File: src/common/i2cmw_pkg.sv
package i2cmw_pkg;
  // Bus timing: one SCL period is four quarters
  localparam int unsigned CLK_PERIOD_PS = 8000;
  localparam int unsigned QUARTER_NS    = 2500;
  localparam int unsigned QUARTER_CYC   = (QUARTER_NS * 1000 + CLK_PERIOD_PS - 1) / CLK_PERIOD_PS;
  localparam int unsigned CNT_W         = 9;
  localparam logic [CNT_W-1:0] QUARTER_LAST = CNT_W'(QUARTER_CYC - 1);

  // Register offsets
  localparam logic [7:0] ADDR_DATA = 8'h00;
  localparam logic [7:0] ADDR_STAT = 8'h04;
  localparam logic [7:0] ADDR_CTRL = 8'h08;
  localparam logic [7:0] ADDR_EVT  = 8'h0C;
  localparam logic [7:0] ADDR_MASK = 8'h10;

  // Control bits
  localparam int unsigned CTRL_EN    = 0;
  localparam int unsigned CTRL_TXIE  = 1;
  localparam int unsigned CTRL_START = 2;
  localparam int unsigned CTRL_STOP  = 3;
  localparam int unsigned CTRL_FLUSH = 4;

  // Status bits
  localparam int unsigned STAT_TX_DATA_EMPTY_FLAG = 0;
  localparam int unsigned STAT_ACK  = 1;
  localparam int unsigned STAT_NACK = 2;
  localparam int unsigned STAT_BUSY = 3;

  // Event bits, same layout in mask
  localparam int unsigned EVT_W    = 3;
  localparam int unsigned EVT_ACK  = 0;
  localparam int unsigned EVT_NACK = 1;
  localparam int unsigned EVT_STOP = 2;

  localparam logic       TX_DATA_EMPTY_FLAG_RST = 1'b1;
  localparam logic [2:0] BIT_MSB  = 3'h7;

  typedef enum logic [1:0] {OP_START, OP_WRITE, OP_READ, OP_STOP} i2cmw_op_t;
endpackage

File: src/common/i2cmw_bit_if.sv
`timescale 1ns/1ps
`default_nettype none
interface i2cmw_bit_if;
  logic                 go;
  i2cmw_pkg::i2cmw_op_t op;
  logic                 wbit;
  logic                 busy;
  logic                 done;
  logic                 rbit;
  logic                 scl_oe;
  logic                 sda_oe;
  logic                 scl_s;
  logic                 sda_s;
  modport ctl (output go, op, wbit, scl_s, sda_s, input busy, done, rbit, scl_oe, sda_oe);
  modport eng (input go, op, wbit, scl_s, sda_s, output busy, done, rbit, scl_oe, sda_oe);
endinterface
`default_nettype wire

File: src/rtl/i2cmw_bit_engine.sv
`timescale 1ns/1ps
`default_nettype none
module i2cmw_bit_engine (
  // Clock and reset
  input  wire logic pclk,
  input  wire logic presetn,
  // Controller side
  i2cmw_bit_if.eng  bif
);

  logic                           active;
  logic [1:0]                     ph;
  logic [i2cmw_pkg::CNT_W-1:0]    cnt;
  i2cmw_pkg::i2cmw_op_t           op;
  logic                           wbit;

  // Line levels per op and quarter: {scl released, sda released}
  function automatic logic [1:0] lvl(input i2cmw_pkg::i2cmw_op_t o, input logic [1:0] p, input logic b);
    logic [1:0] r;
    r = 2'h3;
    unique case (o)
      i2cmw_pkg::OP_START: r = (p == 2'h0) ? 2'h1 : (p == 2'h1) ? 2'h3 : (p == 2'h2) ? 2'h2 : 2'h0;
      i2cmw_pkg::OP_WRITE: r = {(p == 2'h1) || (p == 2'h2), b};
      i2cmw_pkg::OP_READ:  r = {(p == 2'h1) || (p == 2'h2), 1'b1};
      i2cmw_pkg::OP_STOP:  r = (p == 2'h0) ? 2'h0 : (p == 2'h3) ? 2'h3 : 2'h2;
    endcase
    return r;
  endfunction

  logic [1:0] cur;
  assign cur      = lvl(op, ph, wbit);
  assign bif.busy = active;

  always_ff @(posedge pclk or negedge presetn) begin
    if (!presetn) begin
      active     <= 1'b0;
      ph         <= 2'h0;
      cnt        <= '0;
      op         <= i2cmw_pkg::OP_START;
      wbit       <= 1'b1;
      bif.done   <= 1'b0;
      bif.rbit   <= 1'b1;
      bif.scl_oe <= 1'b0;
      bif.sda_oe <= 1'b0;
    end else begin
      bif.done <= 1'b0;
      if (!active) begin
        if (bif.go) begin
          active <= 1'b1;
          ph     <= 2'h0;
          cnt    <= '0;
          op     <= bif.op;
          wbit   <= bif.wbit;
        end
      end else begin
        bif.scl_oe <= !cur[1];
        bif.sda_oe <= !cur[0];
        // A released SCL that a slave holds low stalls the quarter
        if (!cur[1] || bif.scl_s) begin
          if (cnt == i2cmw_pkg::QUARTER_LAST) begin
            cnt <= '0;
            ph  <= ph + 2'h1;
            if (ph == 2'h1) begin
              bif.rbit <= bif.sda_s;
            end
            if (ph == 2'h3) begin
              active   <= 1'b0;
              bif.done <= 1'b1;
            end
          end else begin
            cnt <= cnt + 1'b1;
          end
        end
      end
    end
  end

endmodule // i2cmw_bit_engine
`default_nettype wire

File: src/rtl/i2cmw_ctrl.sv
// Implementation choices: the address map and register access over APB.
`timescale 1ns/1ps
`default_nettype none
// How it works
// RULE1: Software enables controller, then transmit interrupt.
// RULE2: Interrupt while transmit enabled and data empty.
// RULE3: Software writes address plus write bit first.
// RULE4: Start bit sends START, then loads shifter.
// RULE5: Data-empty flag sets after first bit.
// RULE6: Remaining address and direction bits shift out.
// RULE7: Low SDA in ack slot sets ack.
// RULE8: High SDA clears ack, flags not-acknowledge.
// RULE9: Software answers with stop, flush, interrupt off.
// RULE10: STOP sent, then stop and nack cleared.
// RULE11: After ack, next byte moves to shifter.
// RULE12: Controller drives data; slave drives acknowledge.
// RULE13: No START before start bit and data.
// RULE14: Empty data at ack stretches SCL low.
// RULE15: After nack, pause until stop or start.
// RULE16: Flush drops stale byte, data-empty sets.
// RULE17: Data write clears data-empty until loaded.
module i2cmw_ctrl (
  // Clock and reset
  input  wire logic        pclk,
  input  wire logic        presetn,
  // APB slave
  input  wire logic        psel,
  input  wire logic        penable,
  input  wire logic        pwrite,
  input  wire logic [7:0]  paddr,
  input  wire logic [31:0] pwdata,
  output var  logic [31:0] prdata,
  output      logic        pready,
  output      logic        pslverr,
  // I2C pins, open drain
  input  wire logic        scl_i,
  output      logic        scl_o,
  output      logic        scl_oe,
  input  wire logic        sda_i,
  output      logic        sda_o,
  output      logic        sda_oe,
  // Interrupt
  output      logic        irq
);

  typedef enum logic [2:0] {ST_IDLE, ST_START, ST_BIT, ST_HOLD, ST_ACK, ST_PAUSE, ST_STOP} i2cmw_state_t;

  i2cmw_state_t                state;
  logic [7:0]                  data;
  logic [7:0]                  shift;
  logic [2:0]                  bitn;
  logic                        tx_data_empty_flag;
  logic                        ack_st;
  logic                        nack_flag;
  logic                        ctrl_en;
  logic                        ctrl_txie;
  logic                        ctrl_start;
  logic                        ctrl_stop;
  logic [i2cmw_pkg::EVT_W-1:0] evt;
  logic [i2cmw_pkg::EVT_W-1:0] mask;
  logic [i2cmw_pkg::EVT_W-1:0] evt_rd;
  logic [1:0]                  scl_sync;
  logic [1:0]                  sda_sync;
  logic                        setup;
  logic                        access;
  logic                        wr;
  logic                        wr_data;
  logic                        wr_ctrl;
  logic                        wr_flush;
  logic                        rd_evt;
  logic                        mapped;
  logic                        op_req;
  logic                        ack_ok;
  logic                        nack_ev;
  logic                        stop_ev;

  i2cmw_bit_if bif ();

  i2cmw_bit_engine u_engine (
    .pclk    (pclk),
    .presetn (presetn),
    .bif     (bif)
  );

  // Pin synchronisers
  always_ff @(posedge pclk or negedge presetn) begin
    if (!presetn) begin
      scl_sync <= 2'h3;
      sda_sync <= 2'h3;
    end else begin
      scl_sync <= {scl_sync[0], scl_i};
      sda_sync <= {sda_sync[0], sda_i};
    end
  end

  assign bif.scl_s = scl_sync[1];
  assign bif.sda_s = sda_sync[1];
  assign scl_o     = 1'b0;
  assign sda_o     = 1'b0;
  assign scl_oe    = bif.scl_oe;
  assign sda_oe    = bif.sda_oe; // [RULE12]

  // APB decode
  function automatic logic hit(input logic [7:0] a);
    return (a == i2cmw_pkg::ADDR_DATA) || (a == i2cmw_pkg::ADDR_STAT) ||
           (a == i2cmw_pkg::ADDR_CTRL) || (a == i2cmw_pkg::ADDR_EVT) || (a == i2cmw_pkg::ADDR_MASK);
  endfunction

  assign mapped   = hit(paddr);
  assign setup    = psel && !penable;
  assign access   = psel && penable;
  assign wr       = access && pwrite && mapped;
  assign wr_data  = wr && (paddr == i2cmw_pkg::ADDR_DATA);
  assign wr_ctrl  = wr && (paddr == i2cmw_pkg::ADDR_CTRL);
  assign wr_flush = wr_ctrl && pwdata[i2cmw_pkg::CTRL_FLUSH];
  assign rd_evt   = access && !pwrite && (paddr == i2cmw_pkg::ADDR_EVT);
  assign pready   = 1'b1;
  assign pslverr  = access && !mapped;

  // Read data captured in the setup cycle
  always_ff @(posedge pclk or negedge presetn) begin
    if (!presetn) begin
      prdata <= 32'h0000_0000;
      evt_rd <= '0;
    end else if (setup && !pwrite) begin
      prdata <= 32'h0000_0000;
      evt_rd <= '0;
      unique case (paddr)
        i2cmw_pkg::ADDR_DATA: prdata[7:0] <= data;
        i2cmw_pkg::ADDR_STAT: begin
          prdata[i2cmw_pkg::STAT_TX_DATA_EMPTY_FLAG] <= tx_data_empty_flag;
          prdata[i2cmw_pkg::STAT_ACK]  <= ack_st;
          prdata[i2cmw_pkg::STAT_NACK] <= nack_flag;
          prdata[i2cmw_pkg::STAT_BUSY] <= (state != ST_IDLE);
        end
        i2cmw_pkg::ADDR_CTRL: begin
          prdata[i2cmw_pkg::CTRL_EN]    <= ctrl_en;
          prdata[i2cmw_pkg::CTRL_TXIE]  <= ctrl_txie;
          prdata[i2cmw_pkg::CTRL_START] <= ctrl_start;
          prdata[i2cmw_pkg::CTRL_STOP]  <= ctrl_stop;
        end
        i2cmw_pkg::ADDR_EVT: begin
          prdata[i2cmw_pkg::EVT_W-1:0] <= evt;
          evt_rd                       <= evt;
        end
        i2cmw_pkg::ADDR_MASK: prdata[i2cmw_pkg::EVT_W-1:0] <= mask;
        default: prdata <= 32'h0000_0000;
      endcase
    end
  end

  // Engine events of this cycle
  assign ack_ok  = (state == ST_ACK) && bif.done && !bif.rbit;
  assign nack_ev = (state == ST_ACK) && bif.done && bif.rbit;
  assign stop_ev = (state == ST_STOP) && bif.done;

  // Control register; a write in the same cycle wins over hardware clears
  always_ff @(posedge pclk or negedge presetn) begin
    if (!presetn) begin
      ctrl_en    <= 1'b0;
      ctrl_txie  <= 1'b0;
      ctrl_start <= 1'b0;
      ctrl_stop  <= 1'b0;
      mask       <= '0;
    end else begin
      if (state == ST_START && bif.done) begin
        ctrl_start <= 1'b0;
      end
      if (stop_ev) begin
        ctrl_stop <= 1'b0; // [RULE10]
      end
      if (wr_ctrl) begin
        ctrl_en    <= pwdata[i2cmw_pkg::CTRL_EN];
        ctrl_txie  <= pwdata[i2cmw_pkg::CTRL_TXIE];
        ctrl_start <= pwdata[i2cmw_pkg::CTRL_START];
        ctrl_stop  <= pwdata[i2cmw_pkg::CTRL_STOP];
      end
      if (wr && paddr == i2cmw_pkg::ADDR_MASK) begin
        mask <= pwdata[i2cmw_pkg::EVT_W-1:0];
      end
    end
  end

  // Data register and empty flag
  always_ff @(posedge pclk or negedge presetn) begin
    if (!presetn) begin
      data <= 8'h00;
      tx_data_empty_flag <= i2cmw_pkg::TX_DATA_EMPTY_FLAG_RST;
    end else begin
      if (state == ST_BIT && bif.done && bitn == i2cmw_pkg::BIT_MSB) begin
        tx_data_empty_flag <= 1'b1; // [RULE5]
      end
      if (wr_flush) begin
        tx_data_empty_flag <= 1'b1; // [RULE16]
      end
      if (wr_data) begin
        data <= pwdata[7:0];
        tx_data_empty_flag <= 1'b0; // [RULE17]
      end
    end
  end

  // Acknowledge status and nack flag
  always_ff @(posedge pclk or negedge presetn) begin
    if (!presetn) begin
      ack_st    <= 1'b0;
      nack_flag <= 1'b0;
    end else begin
      if (ack_ok) begin
        ack_st <= 1'b1; // [RULE7]
      end
      if (nack_ev) begin
        ack_st    <= 1'b0; // [RULE8]
        nack_flag <= 1'b1;
      end
      if (stop_ev) begin
        nack_flag <= 1'b0; // [RULE10]
      end
    end
  end

  // Sticky events; read clears only what was read, new sets win
  always_ff @(posedge pclk or negedge presetn) begin
    if (!presetn) begin
      evt <= '0;
    end else begin
      evt <= (rd_evt ? (evt & ~evt_rd) : evt) |
             {stop_ev, nack_ev, ack_ok}; // [RULE8]
    end
  end

  assign irq = (ctrl_txie && tx_data_empty_flag) || |(evt & mask); // [RULE2]

  // Transaction sequencer
  assign op_req   = (state == ST_START) || (state == ST_BIT) || (state == ST_ACK) || (state == ST_STOP);
  assign bif.go   = op_req && !bif.busy && !bif.done;
  assign bif.wbit = shift[7];

  always_comb begin
    bif.op = i2cmw_pkg::OP_WRITE;
    unique case (state)
      ST_START: bif.op = i2cmw_pkg::OP_START;
      ST_ACK:   bif.op = i2cmw_pkg::OP_READ; // [RULE12]
      ST_STOP:  bif.op = i2cmw_pkg::OP_STOP;
      default:  bif.op = i2cmw_pkg::OP_WRITE;
    endcase
  end

  always_ff @(posedge pclk or negedge presetn) begin
    if (!presetn) begin
      state <= ST_IDLE;
      shift <= 8'hFF;
      bitn  <= 3'h0;
    end else begin
      unique case (state)
        ST_IDLE: begin
          if (ctrl_en && ctrl_start && !tx_data_empty_flag) begin
            state <= ST_START; // [RULE13]
          end
        end
        ST_START: begin
          if (bif.done) begin
            shift <= data; // [RULE4]
            bitn  <= i2cmw_pkg::BIT_MSB;
            state <= ST_BIT;
          end
        end
        ST_BIT: begin
          if (bif.done) begin
            shift <= {shift[6:0], 1'b1}; // [RULE6]
            bitn  <= bitn - 3'h1;
            if (bitn == 3'h0) begin
              state <= ST_HOLD;
            end
          end
        end
        ST_HOLD: begin
          if (!tx_data_empty_flag || ctrl_stop || ctrl_start) begin
            state <= ST_ACK; // [RULE14]
          end
        end
        ST_ACK: begin
          if (bif.done) begin
            if (bif.rbit) begin
              state <= ST_PAUSE;
            end else if (ctrl_stop) begin
              state <= ST_STOP;
            end else if (ctrl_start) begin
              state <= ST_IDLE;
            end else begin
              shift <= data; // [RULE11]
              bitn  <= i2cmw_pkg::BIT_MSB;
              state <= ST_BIT;
            end
          end
        end
        ST_PAUSE: begin
          if (ctrl_stop) begin
            state <= ST_STOP; // [RULE15]
          end else if (ctrl_start) begin
            state <= ST_IDLE;
          end
        end
        ST_STOP: begin
          if (bif.done) begin
            state <= ST_IDLE;
          end
        end
      endcase
    end
  end

  irq_txempty_a: assert property (@(posedge pclk) disable iff (!presetn) // [RULE2]
    (ctrl_txie && tx_data_empty_flag) |-> irq)
    else $error("irq low while transmit empty and enabled");

  start_gated_a: assert property (@(posedge pclk) disable iff (!presetn) // [RULE13]
    (state != ST_START ##1 state == ST_START) |-> $past(ctrl_start && !tx_data_empty_flag && ctrl_en))
    else $error("start issued without start bit and data");

  start_load_a: assert property (@(posedge pclk) disable iff (!presetn) // [RULE4]
    (state == ST_START && bif.done) |=> (shift == $past(data)) && state == ST_BIT)
    else $error("shifter not loaded after start");

  first_bit_a: assert property (@(posedge pclk) disable iff (!presetn) // [RULE5]
    (state == ST_BIT && bif.done && bitn == 3'h7 && !wr_data) |=> tx_data_empty_flag)
    else $error("data empty not set after first bit");

  bits_follow_a: assert property (@(posedge pclk) disable iff (!presetn) // [RULE6]
    (state == ST_BIT && bif.done && bitn != 3'h0) |=> state == ST_BIT ##1 bif.busy)
    else $error("remaining bits not shifted");

  ack_seen_a: assert property (@(posedge pclk) disable iff (!presetn) // [RULE7]
    ack_ok |=> ack_st && evt[i2cmw_pkg::EVT_ACK])
    else $error("ack not recorded");

  nack_seen_a: assert property (@(posedge pclk) disable iff (!presetn) // [RULE8]
    nack_ev |=> !ack_st && nack_flag && evt[i2cmw_pkg::EVT_NACK] && state == ST_PAUSE)
    else $error("nack not recorded");

  stop_clear_a: assert property (@(posedge pclk) disable iff (!presetn) // [RULE10]
    (stop_ev && !wr_ctrl) |=> !ctrl_stop && !nack_flag && state == ST_IDLE)
    else $error("stop or nack not cleared after stop");

  next_byte_a: assert property (@(posedge pclk) disable iff (!presetn) // [RULE11]
    (ack_ok && !ctrl_stop && !ctrl_start) |=> state == ST_BIT && shift == $past(data))
    else $error("next byte not loaded");

  ack_release_a: assert property (@(posedge pclk) disable iff (!presetn) // [RULE12]
    (state == ST_ACK)[*3] |-> !sda_oe)
    else $error("sda driven in ack slot");

  stretch_hold_a: assert property (@(posedge pclk) disable iff (!presetn) // [RULE14]
    (state == ST_HOLD && tx_data_empty_flag && !ctrl_stop && !ctrl_start) |-> scl_oe ##1 state == ST_HOLD)
    else $error("scl not held during stretch");

  nack_pause_a: assert property (@(posedge pclk) disable iff (!presetn) // [RULE15]
    (state == ST_PAUSE && !ctrl_stop && !ctrl_start) |=> state == ST_PAUSE)
    else $error("left pause without stop or start");

  flush_empty_a: assert property (@(posedge pclk) disable iff (!presetn) // [RULE16]
    (wr_flush && !wr_data) |=> tx_data_empty_flag)
    else $error("flush did not empty data");

  write_full_a: assert property (@(posedge pclk) disable iff (!presetn) // [RULE17]
    wr_data |=> !tx_data_empty_flag && data == $past(pwdata[7:0]))
    else $error("data write did not clear empty");

endmodule // i2cmw_ctrl
`default_nettype wire

File: config.mk
export PLATFORM = sky130hd
export DESIGN_NAME = i2cmw_ctrl
export DESIGN_NICKNAME = d
export VERILOG_FILES = /design/src/common/i2cmw_pkg.sv /design/src/common/i2cmw_bit_if.sv /design/src/rtl/i2cmw_bit_engine.sv /design/src/rtl/i2cmw_ctrl.sv
export SDC_FILE = /design/constraint.sdc
export NUM_CORES = 1
export LEC_CHECK = 0
export BUFFER_PORTS_ARGS = -buffer_cell sky130_fd_sc_hd__buf_2
export CAP_MARGIN = 15
export CORE_MARGIN = 3
export CORE_UTILIZATION = 25
export DETAILED_ROUTE_END_ITERATION = 6
export PLACE_DENSITY = 0.49
export SYNTH_ARGS = -nofsm -noshare
export SYNTH_HDL_FRONTEND = slang
export SYNTH_SLANG_ARGS = --single-unit
File: constraint.sdc
create_clock -name pclk -period 2.18 [get_ports pclk]
set_clock_uncertainty 0.15 [all_clocks]
set_input_delay 0.109 -clock pclk [delete_from_list [all_inputs] [get_ports pclk]]
set_output_delay 0.109 -clock pclk [all_outputs]
set_load 0.005 [all_outputs]
==> results of run 1 <==
[cells by family (layout without fill, tap and decap cells)]
family | Yosys count | after routing | share of synthesized area (%)
simple gates | 118 | 118 | 17.13
compound gates | 109 | 109 | 19.76
flops | 69 | 69 | 44.17
buf+inv | 68 | 110 | 9.309
mux | 21 | 21 | 6.682
fa+ha+maj | 8 | 8 | 2.533
other cells | 2 | 27 | 0.1901
xor+xnor | 1 | 1 | 0.2217
[repair_timing]
| item | 4_1_cts | 5_1_grt |
|---|---|---|
| setup endpoints to repair | 0 | 3 |
| hold buffers | 13 | 0 |
| resized for setup | 0 | 2 |
| buffers inserted | 0 | 0 |
| endpoints found under the hold margin | 40 | 0 |
[critical path, cell delays in order (launching register included)]
cell,delay [ns]
dfrtp_1,0.38
inv_1,0.10
ha_1,0.27
a21oi_2,0.21
o31ai_4,0.13
nor3_1,0.29
mux2_2,0.38
[stage by stage]
step           cells  util (%)  total power [W]  hold WS (ns)  setup WS [ns]
5_1_grt          674     31.73         0.003137       0.04596        0.05509
6_report         674     31.73         0.003014       0.01416         0.1772
4_1_cts          674     31.65         0.003062       0.01451         0.1069
3_5_place_dp     645     28.77         0.001504      -0.03045         0.1115
3_3_place_gp     645     28.77         0.001502      -0.04417        0.09855
2_1_floorplan    421         -         0.001442       -0.3366         0.1967
[cell type report]
| class | instances | area share, % |
|---|---|---|
| multi-input cells | 284 | 40.01 |
| flip-flops and latches | 69 | 35.92 |
| repair buffers | 75 | 10.76 |
| well taps | 211 | 5.433 |
| clock buffers | 11 | 5.201 |
| inverters | 19 | 1.468 |
| clock inverters | 5 | 1.210 |
[state kept, by name (all words and copies together) (netlist names), 2 cells and up]
name          flops
u_engine.ph       2
u_engine.cnt      9
evt_rd            3
shift             8
scl_sync          2
prdata            8
u_engine.op       2
evt               3
sda_sync          2
mask              3
bitn              3
state             3
data              8
[how the worst min path moves through the flow]
stage	endpoint	cells after the start	slack, ns
after detailed placement	u_engine.cnt[3]$_DFFE_PN0P_	1	-0.03
after global routing	prdata[2]$_DFFE_PN0P_	4	0.05
after floorplan	ack_st$_DFFE_PN0P_	0	-0.34
final	prdata[2]$_DFFE_PN0P_	4	0.01
after CTS	prdata[2]$_DFFE_PN0P_	4	0.01
after global placement	u_engine.cnt[3]$_DFFE_PN0P_	1	-0.04
[synthesized netlist by cell type (all sizes together), types with 4 or more instances]
master   number  area share [%]
inv          19             1.8
nand2        23             2.2
a22o          7             1.6
o311ai        4            0.89
buf          35             6.2
o2bb2ai       7             1.6
a31oi         6            0.95
and3          4            0.63
ha            8             2.5
a22oi         4            0.76
nor4          4            0.79
a2bb2oi       7             1.6
nand3b        9             1.7
mux2         19             6.2
nor2         19             1.8
dfstp        15              10
nand3        13             1.6
dfrtp        54              34
o21ai        18             2.3
nand4         6            0.95
and2          6            0.95
or4           5             1.0
nor3         10             1.3
clkbuf       14             1.3
a21oi        21             2.8
a21o          5            0.95
[report_power, final]
| group | switching, W | internal [W] | leakage (nW) |
|---|---|---|---|
| clock | 0.000566 | 0.000948 | 0.148 |
| sequential | 0.0000101 | 0.00130 | 0.889 |
| combinational | 0.000112 | 0.0000801 | 1.08 |
[per-layer routing]
metal,wire length (um),vias to the layer above,part of all wire [%],track usage [%]
met5,0,-,0,0
met3,428,17,4.4,2.144
li1,-,1535,-,-
met1,4512,1549,46,15.20
met2,4541,85,47,17.91
met4,263,0,2.7,5.951
==> run_results.csv, run 1 <==
group,metric,value,unit
global_routing,antenna_found_initial,0,
worst_hold_path,hp-class,"input port to flop",
clocking,path_clk_slew,0.06,ns
clocking,cts_tree,"done",
run,drv_cap,0,
die,placementRows,45,
synthesis,ys_seq_elements,69,
clocking,cts_sinks,69,
worst_setup_path,arrival,2.11,ns
die,initial_utilization,25.80,%
cells_and_area,fin_area,4860,um2
cells_and_area,regArea,1745,um2
clocking,h-tree-depth,3,
cells_and_area,mostFrequentLayoutCell,"dfrtp_1",
die,die_area,17350,um2
clocking,cts_root_buffer,"clkbuf_16",
cells_and_area,fill_cells,1589,
worst_setup_path,cp-startpoint,"u_engine.ph[1]$_DFFE_PN0P_",
cells_and_area,syn2layout_area_growth,22.99,%
cells_and_area,final_layout_size_suffix_gt1_share,26.35,%
sta,period_share,91.87,%
placed_design,port_buffers,34,
cells_and_area,antenna_cells,0,
worst_setup_path,r2r-end,"u_engine.bif.rbit$_DFFE_PN1P_",
routing,drt_iter0_drc,199,
worst_setup_path,crit_type,"flop to flop",
cells_and_area,layout.nets,513,
sta,setup_viol,0,
synthesis,seq_area_frac_synth,44.17,%
routing,routedWlPerCell,14.46,um
cells_and_area,final_cell_mix,"dfrtp_1 (54), buf_2 (34), conb_1 (27), buf_4 (27), nand2_1 (23)",
pwr,irDropWorstVdd,281.1,uV
synthesis,synth_flop_cell,"dfrtp_1",
global_routing,grt_pass1_vias,3151,
global_routing,grt_usage,11.48,%
sta,rsz0062_at_grt,"false",
worst_setup_path,timing.rr.start,"u_engine.ph[1]$_DFFE_PN0P_",
status,status,"complete, no violations",
synthesis,synth.distinct_cells,66,
pwr,leakage,2.119,nW
clocking,cts_buffers,9,
global_routing,grt_max_degree,33,
routing,drc,0,
synthesis,syn_area,3951,um2
sta,finalHoldViolCount,0,
worst_setup_path,worstSetupEndpointType,"flop",
sta,slew_viol_final,0,
worst_setup_path,rr_worst_depth,6,
synthesis,synth_edf_count,0,
die,die_h,131.7,um
sta,tightestPinTransition,0.5256,ns
placed_design,dp_hpwl,7066,um
worst_setup_path,start_kind,"flop",
routing,dr.pass1.iters,5,
die,coreArea,15310,um2
die,die_w,131.7,um
sta,max_clock_freq,499.3,MHz
sta,maxSlewHeadroom,64.67,%
sta,period_needed,2.003,ns
synthesis,syn_area_per_cell,9.978,um2
synthesis,synthCells,396,
sta,tns,0,ns
cells_and_area,multi_input_area,1944,um2
worst_hold_path,hp-start,"penable",
synthesis,synth_warnings,0,
global_routing,grt_pass1_wl,16280,um
placed_design,place.gp.congestion,0.8123,
routing,vias,3186,
global_routing,overflow,0,
worst_setup_path,worstPathRequired,2.29,ns
die,ios,86,
routing,via_per_inst,4.727,
clocking,clkLatencyLatePin,0.33,ns
worst_setup_path,r2r_slack,0.18,ns
clocking,clk_path_buf_depth,2,
routing,postRouteAntennaNets,0,
synthesis,synthArstFlopShare,100.0,%
pwr,powerDensity,620.2,nW/um2
placed_design,place_area,4405,um2
worst_setup_path,cp-endpoint,"u_engine.bif.rbit$_DFFE_PN1P_",
routing,totalWireLength,9745,um
worst_setup_path,cp_max_fo,6,
Note: power is estimated with default switching activity, not from simulation.
==> run 2: changes to the inputs <==
--- a/config.mk
+++ b/config.mk
@@ -5,8 +5,9 @@
 export SDC_FILE = /design/constraint.sdc
 export NUM_CORES = 1
 export LEC_CHECK = 0
+export ABC_AREA = 1
 export BUFFER_PORTS_ARGS = -buffer_cell sky130_fd_sc_hd__buf_2
-export CAP_MARGIN = 15
+export CAP_MARGIN = 20
 export CORE_MARGIN = 3
 export CORE_UTILIZATION = 25
 export DETAILED_ROUTE_END_ITERATION = 6
==> run_results.csv, run 2 <==
group,metric,value,unit
status,status,"complete, no violations",
cells_and_area,final_layout_size_suffix_gt1_share,18.36,%
synthesis,synthArstFlopShare,100.0,%
cells_and_area,utilization,30.55,%
clocking,clkLatencyLatePin,0.33,ns
worst_setup_path,path_buf_inv,2,
synthesis,synth_top_area_share,36.08,%
worst_setup_path,worstSetupEndpointType,"flop",
routing,via_per_inst,4.358,
routing,postRouteAntennaNets,0,
cells_and_area,top_register,"u_engine.cnt",
clocking,clk_path_buf_depth,2,
sta,finalHoldViolCount,0,
die,ios,86,
placed_design,place.gp.congestion,0.8343,
synthesis,syn_area,3745,um2
sta,worst_slack,0.2713,ns
pwr,leakage,2.105,nW
cells_and_area,instances_no_fill,707,
routing,dr.pass1.iters,5,
cells_and_area,largest_register_ff_count,9,
sta,period_needed,1.909,ns
placed_design,dp_hpwl,6168,um
sta,rsz0062_at_grt,"false",
die,die_h,128.4,um
clocking,cts_root_buffer,"clkbuf_16",
cells_and_area,antenna_cells,0,
worst_setup_path,start_kind,"flop",
cells_and_area,layout.nets,573,
pwr,powerDensity,646.6,nW/um2
pwr,irDropWorstVdd,358.2,uV
synthesis,ys_seq_elements,69,
die,die_w,128.4,um
clocking,cts_sinks,69,
worst_setup_path,max_stage_delay,0.40,ns
die,placementRows,44,
worst_setup_path,crit_chain,"inv_1 > ha_1 > nand2_1 > o21ai_0 > nand2_1 > nand2_1 > nand2_4 > inv_1 > a21oi_1 > nor2_1",
die,die_area,16480,um2
routing,drc,0,
worst_setup_path,crit_family,"simple AND/OR/NAND/NOR gates",
global_routing,overflow,0,
sta,setup_viol,0,
clocking,cts_resized,0,
worst_setup_path,arrival,1.97,ns
synthesis,synth_flop_cell,"dfrtp_1",
cells_and_area,final_cell_mix,"nand2_1 (144), dfrtp_1 (54), inv_1 (39), buf_2 (34), nor2_1 (33)",
global_routing,antenna_found_initial,0,
synthesis,synth.distinct_cells,36,
die,coreArea,14590,um2
global_routing,grt_max_degree,35,
sta,tns,0,ns
global_routing,grt_pass1_wl,14150,um
synthesis,seq_area_frac_synth,46.61,%
cells_and_area,mostFrequentLayoutCell,"nand2_1",
sta,slew_viol_final,0,
clocking,cts_tree,"done",
worst_setup_path,crit_type,"flop to flop",
synthesis,ys_top_cells_by_count,"nand2_1 (144), dfrtp_1 (54), inv_1 (39), nor2_1 (33), nand3_1 (30)",
global_routing,grt_pass1_vias,2925,
placed_design,port_buffers,34,
synthesis,synth_edf_count,0,
run,drv_cap,0,
placed_design,dp.cells,679,
sta,period_share,87.55,%
worst_setup_path,r2r_slack,0.27,ns
clocking,h-tree-depth,3,
synthesis,synth_warnings,0,
synthesis,syn_area_per_cell,8.053,um2
placed_design,place_ws,0.2560,ns
routing,vias,3081,
synthesis,synth_top_area_cell,"dfrtp_1",
cells_and_area,syn2layout_area_growth,19.01,%
global_routing,grt_usage,10.55,%
synthesis,synthMostInstantiatedCell,"nand2_1",
synthesis,synthCells,465,
clocking,cts_setup_buffers,0,
routing,totalWireLength,8261,um
worst_setup_path,cp_max_fo,16,
die,initial_utilization,25.67,%
clocking,cts_buffers,9,
routing,drt_iter0_drc,161,
routing,routedWlPerCell,11.68,um
worst_setup_path,crit_top_cell,"nand2_1",
sta,max_clock_freq,523.9,MHz
clocking,path_clk_slew,0.06,ns
worst_setup_path,slowest_stage,"dfrtp_1",
synthesis,synthTopCellsByArea,"dfrtp_1 (36%), nand2_1 (14%), dfstp_2 (11%)",
worst_hold_path,hp-class,"input port to flop",
worst_setup_path,worstPathRequired,2.25,ns
-- run 2: cell type report --
class	instances	area, um2
clock inverter	6	71.32
clock buffer	10	229.0
timing repair buffer	51	340.3
inverter	42	157.7
tap	184	230.2
fill	1520	10130
sequential	69	1745
multi-input combinational	345	1683
-- run 2: cells by family (layout without fill, tap and decap cells) --
family          after synthesis  in the layout  synth area share, %
other cells                   2             27               0.2005
buf+inv                      76            109                10.96
xor+xnor                      4              4               0.9354
simple gates                244            244                29.77
compound gates               62             62                8.854
flops                        69             69                46.61
fa+ha+maj                     8              8                2.673
-- run 2: final timing paths --
path                                                 start                          end  depth (start not counted)
worst max-delay path            u_engine.ph[0]$_DFFE_PN0P_  u_engine.cnt[2]$_DFFE_PN0P_                         10
worst min register to register       sda_sync[0]$_DFF_PN1_        sda_sync[1]$_DFF_PN1_                          0
min in group asynchronous                          presetn   u_engine.ph[1]$_DFFE_PN0P_                          2
worst max register to register  u_engine.ph[0]$_DFFE_PN0P_  u_engine.cnt[2]$_DFFE_PN0P_                         10
worst min-delay path                                pwrite        prdata[1]$_DFFE_PN0P_                          4
max in group asynchronous                          presetn        prdata[0]$_DFFE_PN0P_                          3
-- run 2: per-stage QoR --
| step | total power (W) | hold slack (ns) | cell area [um2] |
|---|---|---|---|
| finish | 0.002882 | 0.01667 | 4457 |
| global route | 0.003009 | 0.03184 | 4457 |
| CTS | 0.002934 | 0.009745 | 4457 |
| detailed placement | 0.001433 | -0.07043 | 4036 |
| global placement | 0.001431 | -0.07720 | 4036 |
| floorplan | 0.001397 | -0.3366 | 3839 |
-- run 2: power by group --
part / switching, W / internal [W]
clock network: 0.000562 / 0.000895
registers: 0.00000637 / 0.00130
logic: 0.0000753 / 0.0000470
total: 0.000643 / 0.00224
-- run 2: what timing repair did --
item                                    4_1_cts  5_1_grt
endpoints found under the setup margin        0        0
hold endpoints to repair                     59        0
hold buffers                                 12        0
-- run 2: worst reg2reg max path, delay by kind of cell (launching register included) --
kind,cells,cell delay (ns)
simple gates,5,0.51
buf+inv,2,0.21
fa+ha+maj,1,0.31
compound gates,2,0.22
flops,1,0.40
-- run 2: per-layer routing --
| metal | wire length [um] | vias up | track usage [%] |
|---|---|---|---|
| met5 | 0 | - | 0 |
| met4 | 89 | 0 | 3.308 |
| met3 | 408 | 11 | 3.155 |
| met2 | 3768 | 88 | 16.27 |
| met1 | 3995 | 1429 | 14.27 |
| li1 | - | 1553 | - |
